`src/logic/modebank_cfg.svh`:
```
`ifndef MODEBANK_CFG_SVH
`define MODEBANK_CFG_SVH
// Summary of operation
// - Mode bits are set through one address and cleared through another.
// - Only positions written with one change; zero positions stay as they are.
// - Leave-offline goes to passive idle, starts timers, clears enter-offline request.
// - End of interrupt clears itself as the interrupt drops; the output pin follows one edge later.
// - Enter-offline waits for the current request, goes offline, clears itself.
// - Leave-master forces the slave machine to await parameters, then clears.
// - Configuration accept swaps the buffers only while swap-enable is one.
// - Watchdog reload loads the user watchdog with its preset, then clears.
// - A read-only 16-bit status word, low and high byte at consecutive addresses.
// - Status bit 0 is zero when offline and one in passive idle.
// - Status bit 1 is one while a link indication is held.
// - Status bit 2 is one until the master fetches the diagnostics buffer.
// - RAM access at or above byte address 1536 is moved down 1024 and flagged in bit 3.
// - Status bits 5..4 give the slave machine state, code 11 never used.
// - Status bits 7..6 give the watchdog machine state, code 11 never used.
// - Status bits 11..8 give the detected baud rate code 0000 to 1001.
// - Status bits 15..12 hold a fixed release number.
// - After end of interrupt the output stays inactive at least the set gap.
// - After reset the interrupt output is low-active until polarity changes.

// Register indexes; byte address is four times the index
`define IDX_STAT_LO 10'h004
`define IDX_STAT_HI 10'h005
`define IDX_MODE_SET 10'h008
`define IDX_MODE_CLR 10'h009
`define IDX_IRQ_CFG 10'h00c
`define IDX_WDOG_PRESET 10'h00d

// Mode bit positions
`define MB_LEAVE_OFFLINE 0
`define MB_END_OF_IRQ 1
`define MB_GO_OFFLINE 2
`define MB_LEAVE_MASTER 3
`define MB_SWAP_EN 4
`define MB_WDOG_RELOAD 5
`define MODE_WIDTH 6

// Interrupt configuration bit positions
`define IC_INT_POL 0
`define IC_GAP_SCALE 1

// Reset values
`define MODE_RESET 6'h00
`define IRQ_CFG_RESET 2'h0
`define WDOG_PRESET_RESET 16'hffff
// Arbitrary release number
`define RELEASE_NUM 4'h1

// RAM limits in bytes
`define RAM_LIMIT 11'h600
`define RAM_FOLD 11'h400

// Timing
`define CLK_PERIOD_NS 25
`define IRQ_GAP_SHORT_NS 1000
`define IRQ_GAP_LONG_US 1000
`define IRQ_GAP_SHORT_CYC ((`IRQ_GAP_SHORT_NS + `CLK_PERIOD_NS - 1) / `CLK_PERIOD_NS)
`define IRQ_GAP_LONG_CYC ((`IRQ_GAP_LONG_US * 1000 + `CLK_PERIOD_NS - 1) / `CLK_PERIOD_NS)
`endif

```
`src/logic/modebank_pkg.sv`:
```
package modebank_pkg;
  typedef enum logic [1:0] {AWAIT_PRM, AWAIT_CFG, CYCLIC_EXCHANGE} slave_state_type;
  typedef enum logic {OFFLINE, PASSIVE_IDLE} run_state_type;
  typedef struct packed {
    logic [3:0] release_num;
    logic [3:0] baud_code;
    logic [1:0] wdog_state;
    logic [1:0] slave_state;
    logic ram_violation;
    logic diag_pending;
    logic link_indication_pending;
    logic passive_idle;
  } status_type;
  typedef struct packed {
    logic psel;
    logic penable;
    logic pwrite;
    logic [11:0] paddr;
    logic [31:0] pwdata;
  } apb_req_type;
endpackage

```
`src/logic/modebank.sv`:
```
`timescale 1ns/1ps
`include "modebank_cfg.svh"
module modebank #(
  parameter int IRQ_GAP_LONG_CYCLES = `IRQ_GAP_LONG_CYC
) (
  // Clock and reset
  input wire logic CLK_SYS,
  input wire logic RST_N,
  // APB slave
  input wire modebank_pkg::apb_req_type APB_REQ,
  output logic [31:0] PRDATA,
  output logic PREADY,
  output logic PSLVERR,
  // Protocol engine status
  input wire logic REQ_BUSY,
  input wire logic LINK_IND_PENDING,
  input wire logic DIAG_PENDING,
  input wire logic [1:0] WDOG_STATE,
  input wire logic [3:0] BAUD_CODE,
  input wire logic PRM_OK,
  input wire logic CFG_OK,
  input wire logic CFG_ACCEPT,
  // Host RAM window
  input wire logic RAM_STROBE,
  input wire logic [10:0] RAM_ADDR,
  output logic [10:0] RAM_ADDR_MAPPED,
  // Actions and interrupt
  input wire logic IRQ_EVENT,
  output logic TIMERS_START,
  output logic CFG_SWAP,
  output logic USER_WDOG_EXPIRED,
  output logic OFFLINE_ENTERED,
  output logic IRQ_OUT
);
  import modebank_pkg::*;

  localparam logic [15:0] GAP_SHORT = 16'(`IRQ_GAP_SHORT_CYC);
  localparam logic [15:0] GAP_LONG = 16'(IRQ_GAP_LONG_CYCLES);

  logic [`MODE_WIDTH-1:0] mode_reg;
  logic [`MODE_WIDTH-1:0] mode_next;
  logic [`MODE_WIDTH-1:0] hw_clear;
  logic [1:0] irq_cfg_reg;
  logic [15:0] wdog_preset_reg;
  logic [15:0] wdog_cnt_reg;
  logic [15:0] gap_cnt_reg;
  logic irq_active_reg;
  logic ram_violation_reg;
  logic [31:0] prdata_reg;
  run_state_type run_reg;
  slave_state_type slave_reg;
  status_type status;
  logic setup_phase;
  logic access_phase;
  logic wr_set;
  logic wr_clr;
  logic wr_cfg;
  logic wr_preset;
  logic mapped;
  logic ram_over;

  // Byte address of a register index
  function automatic logic hit(input logic [11:0] addr, input logic [9:0] idx);
    return addr == {idx, 2'b00};
  endfunction

  // APB phases; the slave never inserts wait states
  assign setup_phase = APB_REQ.psel && !APB_REQ.penable;
  assign access_phase = APB_REQ.psel && APB_REQ.penable;
  assign PREADY = 1'b1;
  assign PRDATA = prdata_reg;

  // Address decode shared by reads, writes and the error answer
  assign mapped = hit(APB_REQ.paddr, `IDX_STAT_LO) || hit(APB_REQ.paddr, `IDX_STAT_HI)
    || hit(APB_REQ.paddr, `IDX_MODE_SET) || hit(APB_REQ.paddr, `IDX_MODE_CLR)
    || hit(APB_REQ.paddr, `IDX_IRQ_CFG) || hit(APB_REQ.paddr, `IDX_WDOG_PRESET);
  assign PSLVERR = access_phase && !mapped;

  // Writes land only at the completing access edge
  assign wr_set = access_phase && APB_REQ.pwrite && hit(APB_REQ.paddr, `IDX_MODE_SET);
  assign wr_clr = access_phase && APB_REQ.pwrite && hit(APB_REQ.paddr, `IDX_MODE_CLR);
  assign wr_cfg = access_phase && APB_REQ.pwrite && hit(APB_REQ.paddr, `IDX_IRQ_CFG);
  assign wr_preset = access_phase && APB_REQ.pwrite && hit(APB_REQ.paddr, `IDX_WDOG_PRESET);

  // Status word assembly
  always_comb begin
    status.passive_idle = (run_reg == PASSIVE_IDLE);
    status.link_indication_pending = LINK_IND_PENDING;
    status.diag_pending = DIAG_PENDING;
    status.ram_violation = ram_violation_reg;
    status.slave_state = slave_reg;
    status.wdog_state = WDOG_STATE;
    status.baud_code = BAUD_CODE;
    status.release_num = `RELEASE_NUM;
  end

  // Read data is captured in the setup cycle, so it is stable in the access cycle
  always_ff @(posedge CLK_SYS) begin
    if (!RST_N) begin
      prdata_reg <= 32'h0;
    end else if (setup_phase && !APB_REQ.pwrite) begin
      if (hit(APB_REQ.paddr, `IDX_STAT_LO)) begin
        prdata_reg <= {24'h0, status[7:0]};
      end else if (hit(APB_REQ.paddr, `IDX_STAT_HI)) begin
        prdata_reg <= {24'h0, status[15:8]};
      end else if (hit(APB_REQ.paddr, `IDX_MODE_SET) || hit(APB_REQ.paddr, `IDX_MODE_CLR)) begin
        prdata_reg <= {26'h0, mode_reg};
      end else if (hit(APB_REQ.paddr, `IDX_IRQ_CFG)) begin
        prdata_reg <= {30'h0, irq_cfg_reg};
      end else if (hit(APB_REQ.paddr, `IDX_WDOG_PRESET)) begin
        prdata_reg <= {16'h0, wdog_preset_reg};
      end else begin
        prdata_reg <= 32'h0;
      end
    end
  end

  // Hardware clears each action bit once its action is taken
  always_comb begin
    hw_clear = '0;
    hw_clear[`MB_LEAVE_OFFLINE] = mode_reg[`MB_LEAVE_OFFLINE];
    hw_clear[`MB_END_OF_IRQ] = mode_reg[`MB_END_OF_IRQ];
    hw_clear[`MB_GO_OFFLINE] = (mode_reg[`MB_GO_OFFLINE] && !REQ_BUSY)
      || mode_reg[`MB_LEAVE_OFFLINE];
    hw_clear[`MB_LEAVE_MASTER] = mode_reg[`MB_LEAVE_MASTER];
    hw_clear[`MB_WDOG_RELOAD] = mode_reg[`MB_WDOG_RELOAD];
  end

  // Set wins over any clear in the same cycle; bits 7 and 6 are dropped
  always_comb begin
    mode_next = mode_reg & ~hw_clear;
    if (wr_clr) begin
      mode_next = mode_next & ~APB_REQ.pwdata[`MODE_WIDTH-1:0];
    end
    if (wr_set) begin
      mode_next = mode_next | APB_REQ.pwdata[`MODE_WIDTH-1:0];
    end
  end

  // Mode register
  always_ff @(posedge CLK_SYS) begin
    if (!RST_N) begin
      mode_reg <= `MODE_RESET;
    end else begin
      mode_reg <= mode_next;
    end
  end

  // Own configuration registers
  always_ff @(posedge CLK_SYS) begin
    if (!RST_N) begin
      irq_cfg_reg <= `IRQ_CFG_RESET;
      wdog_preset_reg <= `WDOG_PRESET_RESET;
    end else begin
      if (wr_cfg) begin
        irq_cfg_reg <= APB_REQ.pwdata[1:0];
      end
      if (wr_preset) begin
        wdog_preset_reg <= APB_REQ.pwdata[15:0];
      end
    end
  end

  // Offline and passive idle; a pending go-offline waits for the engine to go quiet
  always_ff @(posedge CLK_SYS) begin
    if (!RST_N) begin
      run_reg <= OFFLINE;
      TIMERS_START <= 1'b0;
      OFFLINE_ENTERED <= 1'b0;
    end else begin
      TIMERS_START <= 1'b0;
      OFFLINE_ENTERED <= 1'b0;
      if (mode_reg[`MB_LEAVE_OFFLINE] && run_reg == OFFLINE) begin
        run_reg <= PASSIVE_IDLE;
        TIMERS_START <= 1'b1;
      end else if (mode_reg[`MB_GO_OFFLINE] && !mode_reg[`MB_LEAVE_OFFLINE] && !REQ_BUSY) begin
        run_reg <= OFFLINE;
        OFFLINE_ENTERED <= (run_reg == PASSIVE_IDLE);
      end
    end
  end

  // Slave state machine; leave-master overrides the engine's progress
  always_ff @(posedge CLK_SYS) begin
    if (!RST_N) begin
      slave_reg <= AWAIT_PRM;
    end else if (mode_reg[`MB_LEAVE_MASTER]) begin
      slave_reg <= AWAIT_PRM;
    end else begin
      unique case (slave_reg)
        AWAIT_PRM: begin
          if (PRM_OK) begin
            slave_reg <= AWAIT_CFG;
          end
        end
        AWAIT_CFG: begin
          if (CFG_OK) begin
            slave_reg <= CYCLIC_EXCHANGE;
          end
        end
        CYCLIC_EXCHANGE: begin
          if (PRM_OK) begin
            slave_reg <= AWAIT_CFG;
          end
        end
        default: begin
          slave_reg <= AWAIT_PRM;
        end
      endcase
    end
  end

  // Buffer swap pulse on configuration accept
  always_ff @(posedge CLK_SYS) begin
    if (!RST_N) begin
      CFG_SWAP <= 1'b0;
    end else begin
      CFG_SWAP <= CFG_ACCEPT && mode_reg[`MB_SWAP_EN];
    end
  end

  // User watchdog counts down only while online
  always_ff @(posedge CLK_SYS) begin
    if (!RST_N) begin
      wdog_cnt_reg <= `WDOG_PRESET_RESET;
      USER_WDOG_EXPIRED <= 1'b0;
    end else begin
      if (mode_reg[`MB_WDOG_RELOAD]) begin
        wdog_cnt_reg <= wdog_preset_reg;
      end else if (run_reg == PASSIVE_IDLE && wdog_cnt_reg != 16'h0) begin
        wdog_cnt_reg <= wdog_cnt_reg - 16'h1;
      end
      USER_WDOG_EXPIRED <= (run_reg == PASSIVE_IDLE) && (wdog_cnt_reg == 16'h0);
    end
  end

  // RAM address fold; the flag stays until the next leave-offline
  assign ram_over = RAM_ADDR >= `RAM_LIMIT;
  always_ff @(posedge CLK_SYS) begin
    if (!RST_N) begin
      RAM_ADDR_MAPPED <= 11'h0;
      ram_violation_reg <= 1'b0;
    end else begin
      if (RAM_STROBE) begin
        RAM_ADDR_MAPPED <= ram_over ? RAM_ADDR - `RAM_FOLD : RAM_ADDR;
      end
      if (RAM_STROBE && ram_over) begin
        ram_violation_reg <= 1'b1;
      end else if (mode_reg[`MB_LEAVE_OFFLINE]) begin
        ram_violation_reg <= 1'b0;
      end
    end
  end

  // Interrupt line: end of interrupt drops it and a gap holds it off
  always_ff @(posedge CLK_SYS) begin
    if (!RST_N) begin
      irq_active_reg <= 1'b0;
      gap_cnt_reg <= 16'h0;
    end else if (mode_reg[`MB_END_OF_IRQ]) begin
      irq_active_reg <= 1'b0;
      gap_cnt_reg <= irq_cfg_reg[`IC_GAP_SCALE] ? GAP_LONG : GAP_SHORT;
    end else if (gap_cnt_reg != 16'h0) begin
      gap_cnt_reg <= gap_cnt_reg - 16'h1;
    end else if (IRQ_EVENT) begin
      irq_active_reg <= 1'b1;
    end
  end

  // Pin level; polarity zero means low-active, which edge-triggered inputs tolerate
  always_ff @(posedge CLK_SYS) begin
    if (!RST_N) begin
      IRQ_OUT <= 1'b1;
    end else begin
      IRQ_OUT <= irq_active_reg ~^ irq_cfg_reg[`IC_INT_POL];
    end
  end

  // Cycles since the last interrupt acknowledge and the gap it asked for; checking aid only
  logic [16:0] since_ack_reg;
  logic [15:0] gap_need_reg;
  always_ff @(posedge CLK_SYS) begin
    if (!RST_N) begin
      since_ack_reg <= 17'h1ffff;
      gap_need_reg <= 16'h0;
    end else if (mode_reg[`MB_END_OF_IRQ]) begin
      since_ack_reg <= 17'h0;
      gap_need_reg <= irq_cfg_reg[`IC_GAP_SCALE] ? GAP_LONG : GAP_SHORT;
    end else if (since_ack_reg != 17'h1ffff) begin
      since_ack_reg <= since_ack_reg + 17'h1;
    end
  end
endmodule

```
`config.mk`:
```
export PLATFORM = sky130hd
export DESIGN_NAME = modebank
export DESIGN_NICKNAME = d
export VERILOG_FILES = /design/src/logic/modebank_pkg.sv /design/src/logic/modebank.sv
export VERILOG_INCLUDE_DIRS = /design/src /design/src/logic
export SDC_FILE = /design/constraint.sdc
export NUM_CORES = 1
export LEC_CHECK = 0
export BUFFER_PORTS_ARGS = -buffer_cell sky130_fd_sc_hd__clkbuf_2
export CAP_MARGIN = 20
export CORE_MARGIN = 5
export CORE_UTILIZATION = 25
export CTS_CLUSTER_DIAMETER = 80
export DETAILED_ROUTE_END_ITERATION = 12
export PLACE_DENSITY = 0.49
export SYNTH_ARGS = -nofsm -noshare
export SYNTH_HDL_FRONTEND = slang
export SYNTH_SLANG_ARGS = --single-unit
export TNS_END_PERCENT = 50
```
`constraint.sdc`:
```
create_clock -name CLK_SYS -period 2.9 [get_ports CLK_SYS]
set_input_delay 0.435 -clock CLK_SYS [delete_from_list [all_inputs] [get_ports CLK_SYS]]
set_output_delay 0.435 -clock CLK_SYS [all_outputs]
set_load 0.01 [all_outputs]
```
==> run metrics <==
Clock Skew 5.92 ps; initial antenna violation count 1; Req. time, crit path 3140 ps; terminus of the critical flop-to-flop path wdog_cnt_reg[2]; Final HPWL DP 10.4 mm; Clock Tree Root clkbuf_16; CTS Buf Count 9; Worst Path Max Fanout 12; Slew @ Worst Pin 787 ps; RSZ-0062 raised after global routing no; Area Overhead vs Synth 20.2%; Post-synth EDFFs 0; Hold Startpoint REQ_BUSY; GPL Wtd Cong 0.786; critical path launch point type flip-flop; mapped cell area 4690 µm²; gr ovfl total 0; post-CTS sizing 0; Reg2Reg Depth 4; DR DRC count 0; Sum Neg Setup Slack 0 ps; vias in the first global route 4244; TritonCTS clock tree done; number of nets in the layout 731; largest net degree at the start of global routing 30; slew margin rel. 47.0%; Final Non-Filler Cells 891; Clock Sink Count 93; most frequent cell after synthesis dfxtp_1; DR iter-0 viols 244; reg-to-reg startpoint wdog_cnt_reg[7]; f_max 464 MHz; top cells by count, synth dfxtp_1 (93), nand3_1 (54), nor2_1 (44), a21oi_1 (40), clkbuf_1 (40); Final Critical Period 2150 ps; DRT Pass-1 Iters 5; fin util 30.4%; Hold Crit Class input pin to flip-flop; Area contributors post-synth dfxtp_1 (40%), nand3_1 (5.8%), a21oi_1 (4.3%), mux2i_1 (4.1%), o21ai_0 (3.6%); Post-Layout Inst Area 5640 µm²; Initial Util 25.3%; YS warnings 0; I/O Buffers 90; Antenna Nets Post-Route 0; Post-DP Area 5350 µm²; #FFs+latches synth 93; clock buffer depth 2; status finished, final reports clean; Avg Cell Area, Syn 8.09 µm²; fraction of registers with async set/reset 0%; PwrDens 621 nW/µm²; Lkg Pwr 2.31 nW; sequential share of the synthesized area 39.7%; area fraction of the dominant cell type after synthesis 39.7%; final hold vios 0; hold endpoint OFFLINE_ENTERED; fraction of layout cells with a size suffix above 1 19.6%; Die H 147 µm; post-synthesis cell type count 59; leading area contributor after synthesis dfxtp_1; VDD IR-drop max 0.281 mV; Min-Delay Path Depth 2; worst setup path class flip-flop to flip-flop; Crit path arrival time 2390 ps; clk_lat worst skew 340 ps; vias 4446; first-pass GRT wire length 22.1 mm; die width 147 µm; Routed WL per cell 15.5 µm; cts hold-fix bufs 0; synthesized instance count 580; core area 18600 µm²; Post-CTS Setup Inserts 0; crit share post-route 74.3%; Max Cap Viol 0; most used flip-flop cell after synthesis dfxtp_1; Rows 50; Post-Route WL 13.8 mm; Reg2Reg Setup Slack 750 ps; Final Max Slew Viols 0; H-tree depth 3; I/O pins 124; GRT Total Usage 12.6%; Antenna Cells 0; DP Cell Count 876; Clock transition at path regs 60 ps; Setup Viol. Count Final 0; Die ar. 21600 µm²; via density per instance 4.99; crit path capture type flip-flop
==> final cells by class <==
cell class | count | area [µm²]
inverter | 20 | 75.1
timing repair buffer | 109 | 593
clock buffer | 14 | 264
clock inverter | 1 | 30.0
fill | 1972 | 12900
multi-input combinational | 420 | 2530
sequential | 93 | 1860
tap | 234 | 293
==> stage by stage <==
stage	power, W	setup slack (ps)	hold slack, ps
finish	0.00351	746	291
global route	0.00372	468	284
CTS	0.00354	736	274
detailed placement	0.00234	558	453
global placement	0.00234	544	450
floorplan	0.00209	757	447
==> where the power goes <==
group          internal [W]  total, W  leakage (nW)  switching (W)
logic              0.000333  0.000827          1.41       0.000494
registers           0.00138   0.00149         0.757       0.000104
clock network      0.000712   0.00119         0.143       0.000480
==> worst max path at each step <==
| stage | slack [ps] | startpoint | endpoint | depth (start not counted) |
|---|---|---|---|---|
| floorplan | 760 | APB_REQ[41] | wdog_preset_reg[10] | 7 |
| global placement | 540 | APB_REQ[41] | wdog_preset_reg[4] | 5 |
| detailed placement | 560 | APB_REQ[41] | wdog_preset_reg[6] | 5 |
| CTS | 740 | wdog_cnt_reg[7] | wdog_cnt_reg[2] | 4 |
| global route | 470 | wdog_cnt_reg[7] | wdog_cnt_reg[0] | 4 |
| finish | 750 | wdog_cnt_reg[7] | wdog_cnt_reg[2] | 4 |
==> per-layer routing <==
metal	up-vias	routed length (µm)	track usage [%]
li1	2245	-	-
met1	2077	6090	15.4
met2	95	6610	21.0
met3	27	784	3.76
met4	2	294	4.47
met5	-	11	0
==> critical path, stage by stage, from the launching register on <==
cell	delay, ps
dfxtp_1	340
nor4_1	520
nand4_1	500
a2111oi_0	470
and3b_1	220
==> placed cells by master (no fill, tap or decap), types with 10 or more instances in the layout <==
cell type and n:
dfxtp_1 93, clkbuf_2 90, nand3_1 54, nor2_1 44, a21oi_1 40, o21ai_0 34
nand2_1 30, inv_1 20, mux2i_1 19, buf_4 19, conb_1 17, nor3_1 16
nor4_1 13, or3_1 10, a311oi_1 10
==> cells by family after synthesis <==
kind of cell / after synthesis / synth area share (%)
other cells: 2 / 0.160
compound gates: 127 / 17.3
mux: 19 / 4.05
fa+ha+maj: 4 / 1.07
xor+xnor: 3 / 0.560
flops: 93 / 39.7
simple gates: 250 / 29.3
buf+inv: 82 / 7.94
(Power assumes the default switching activity.)
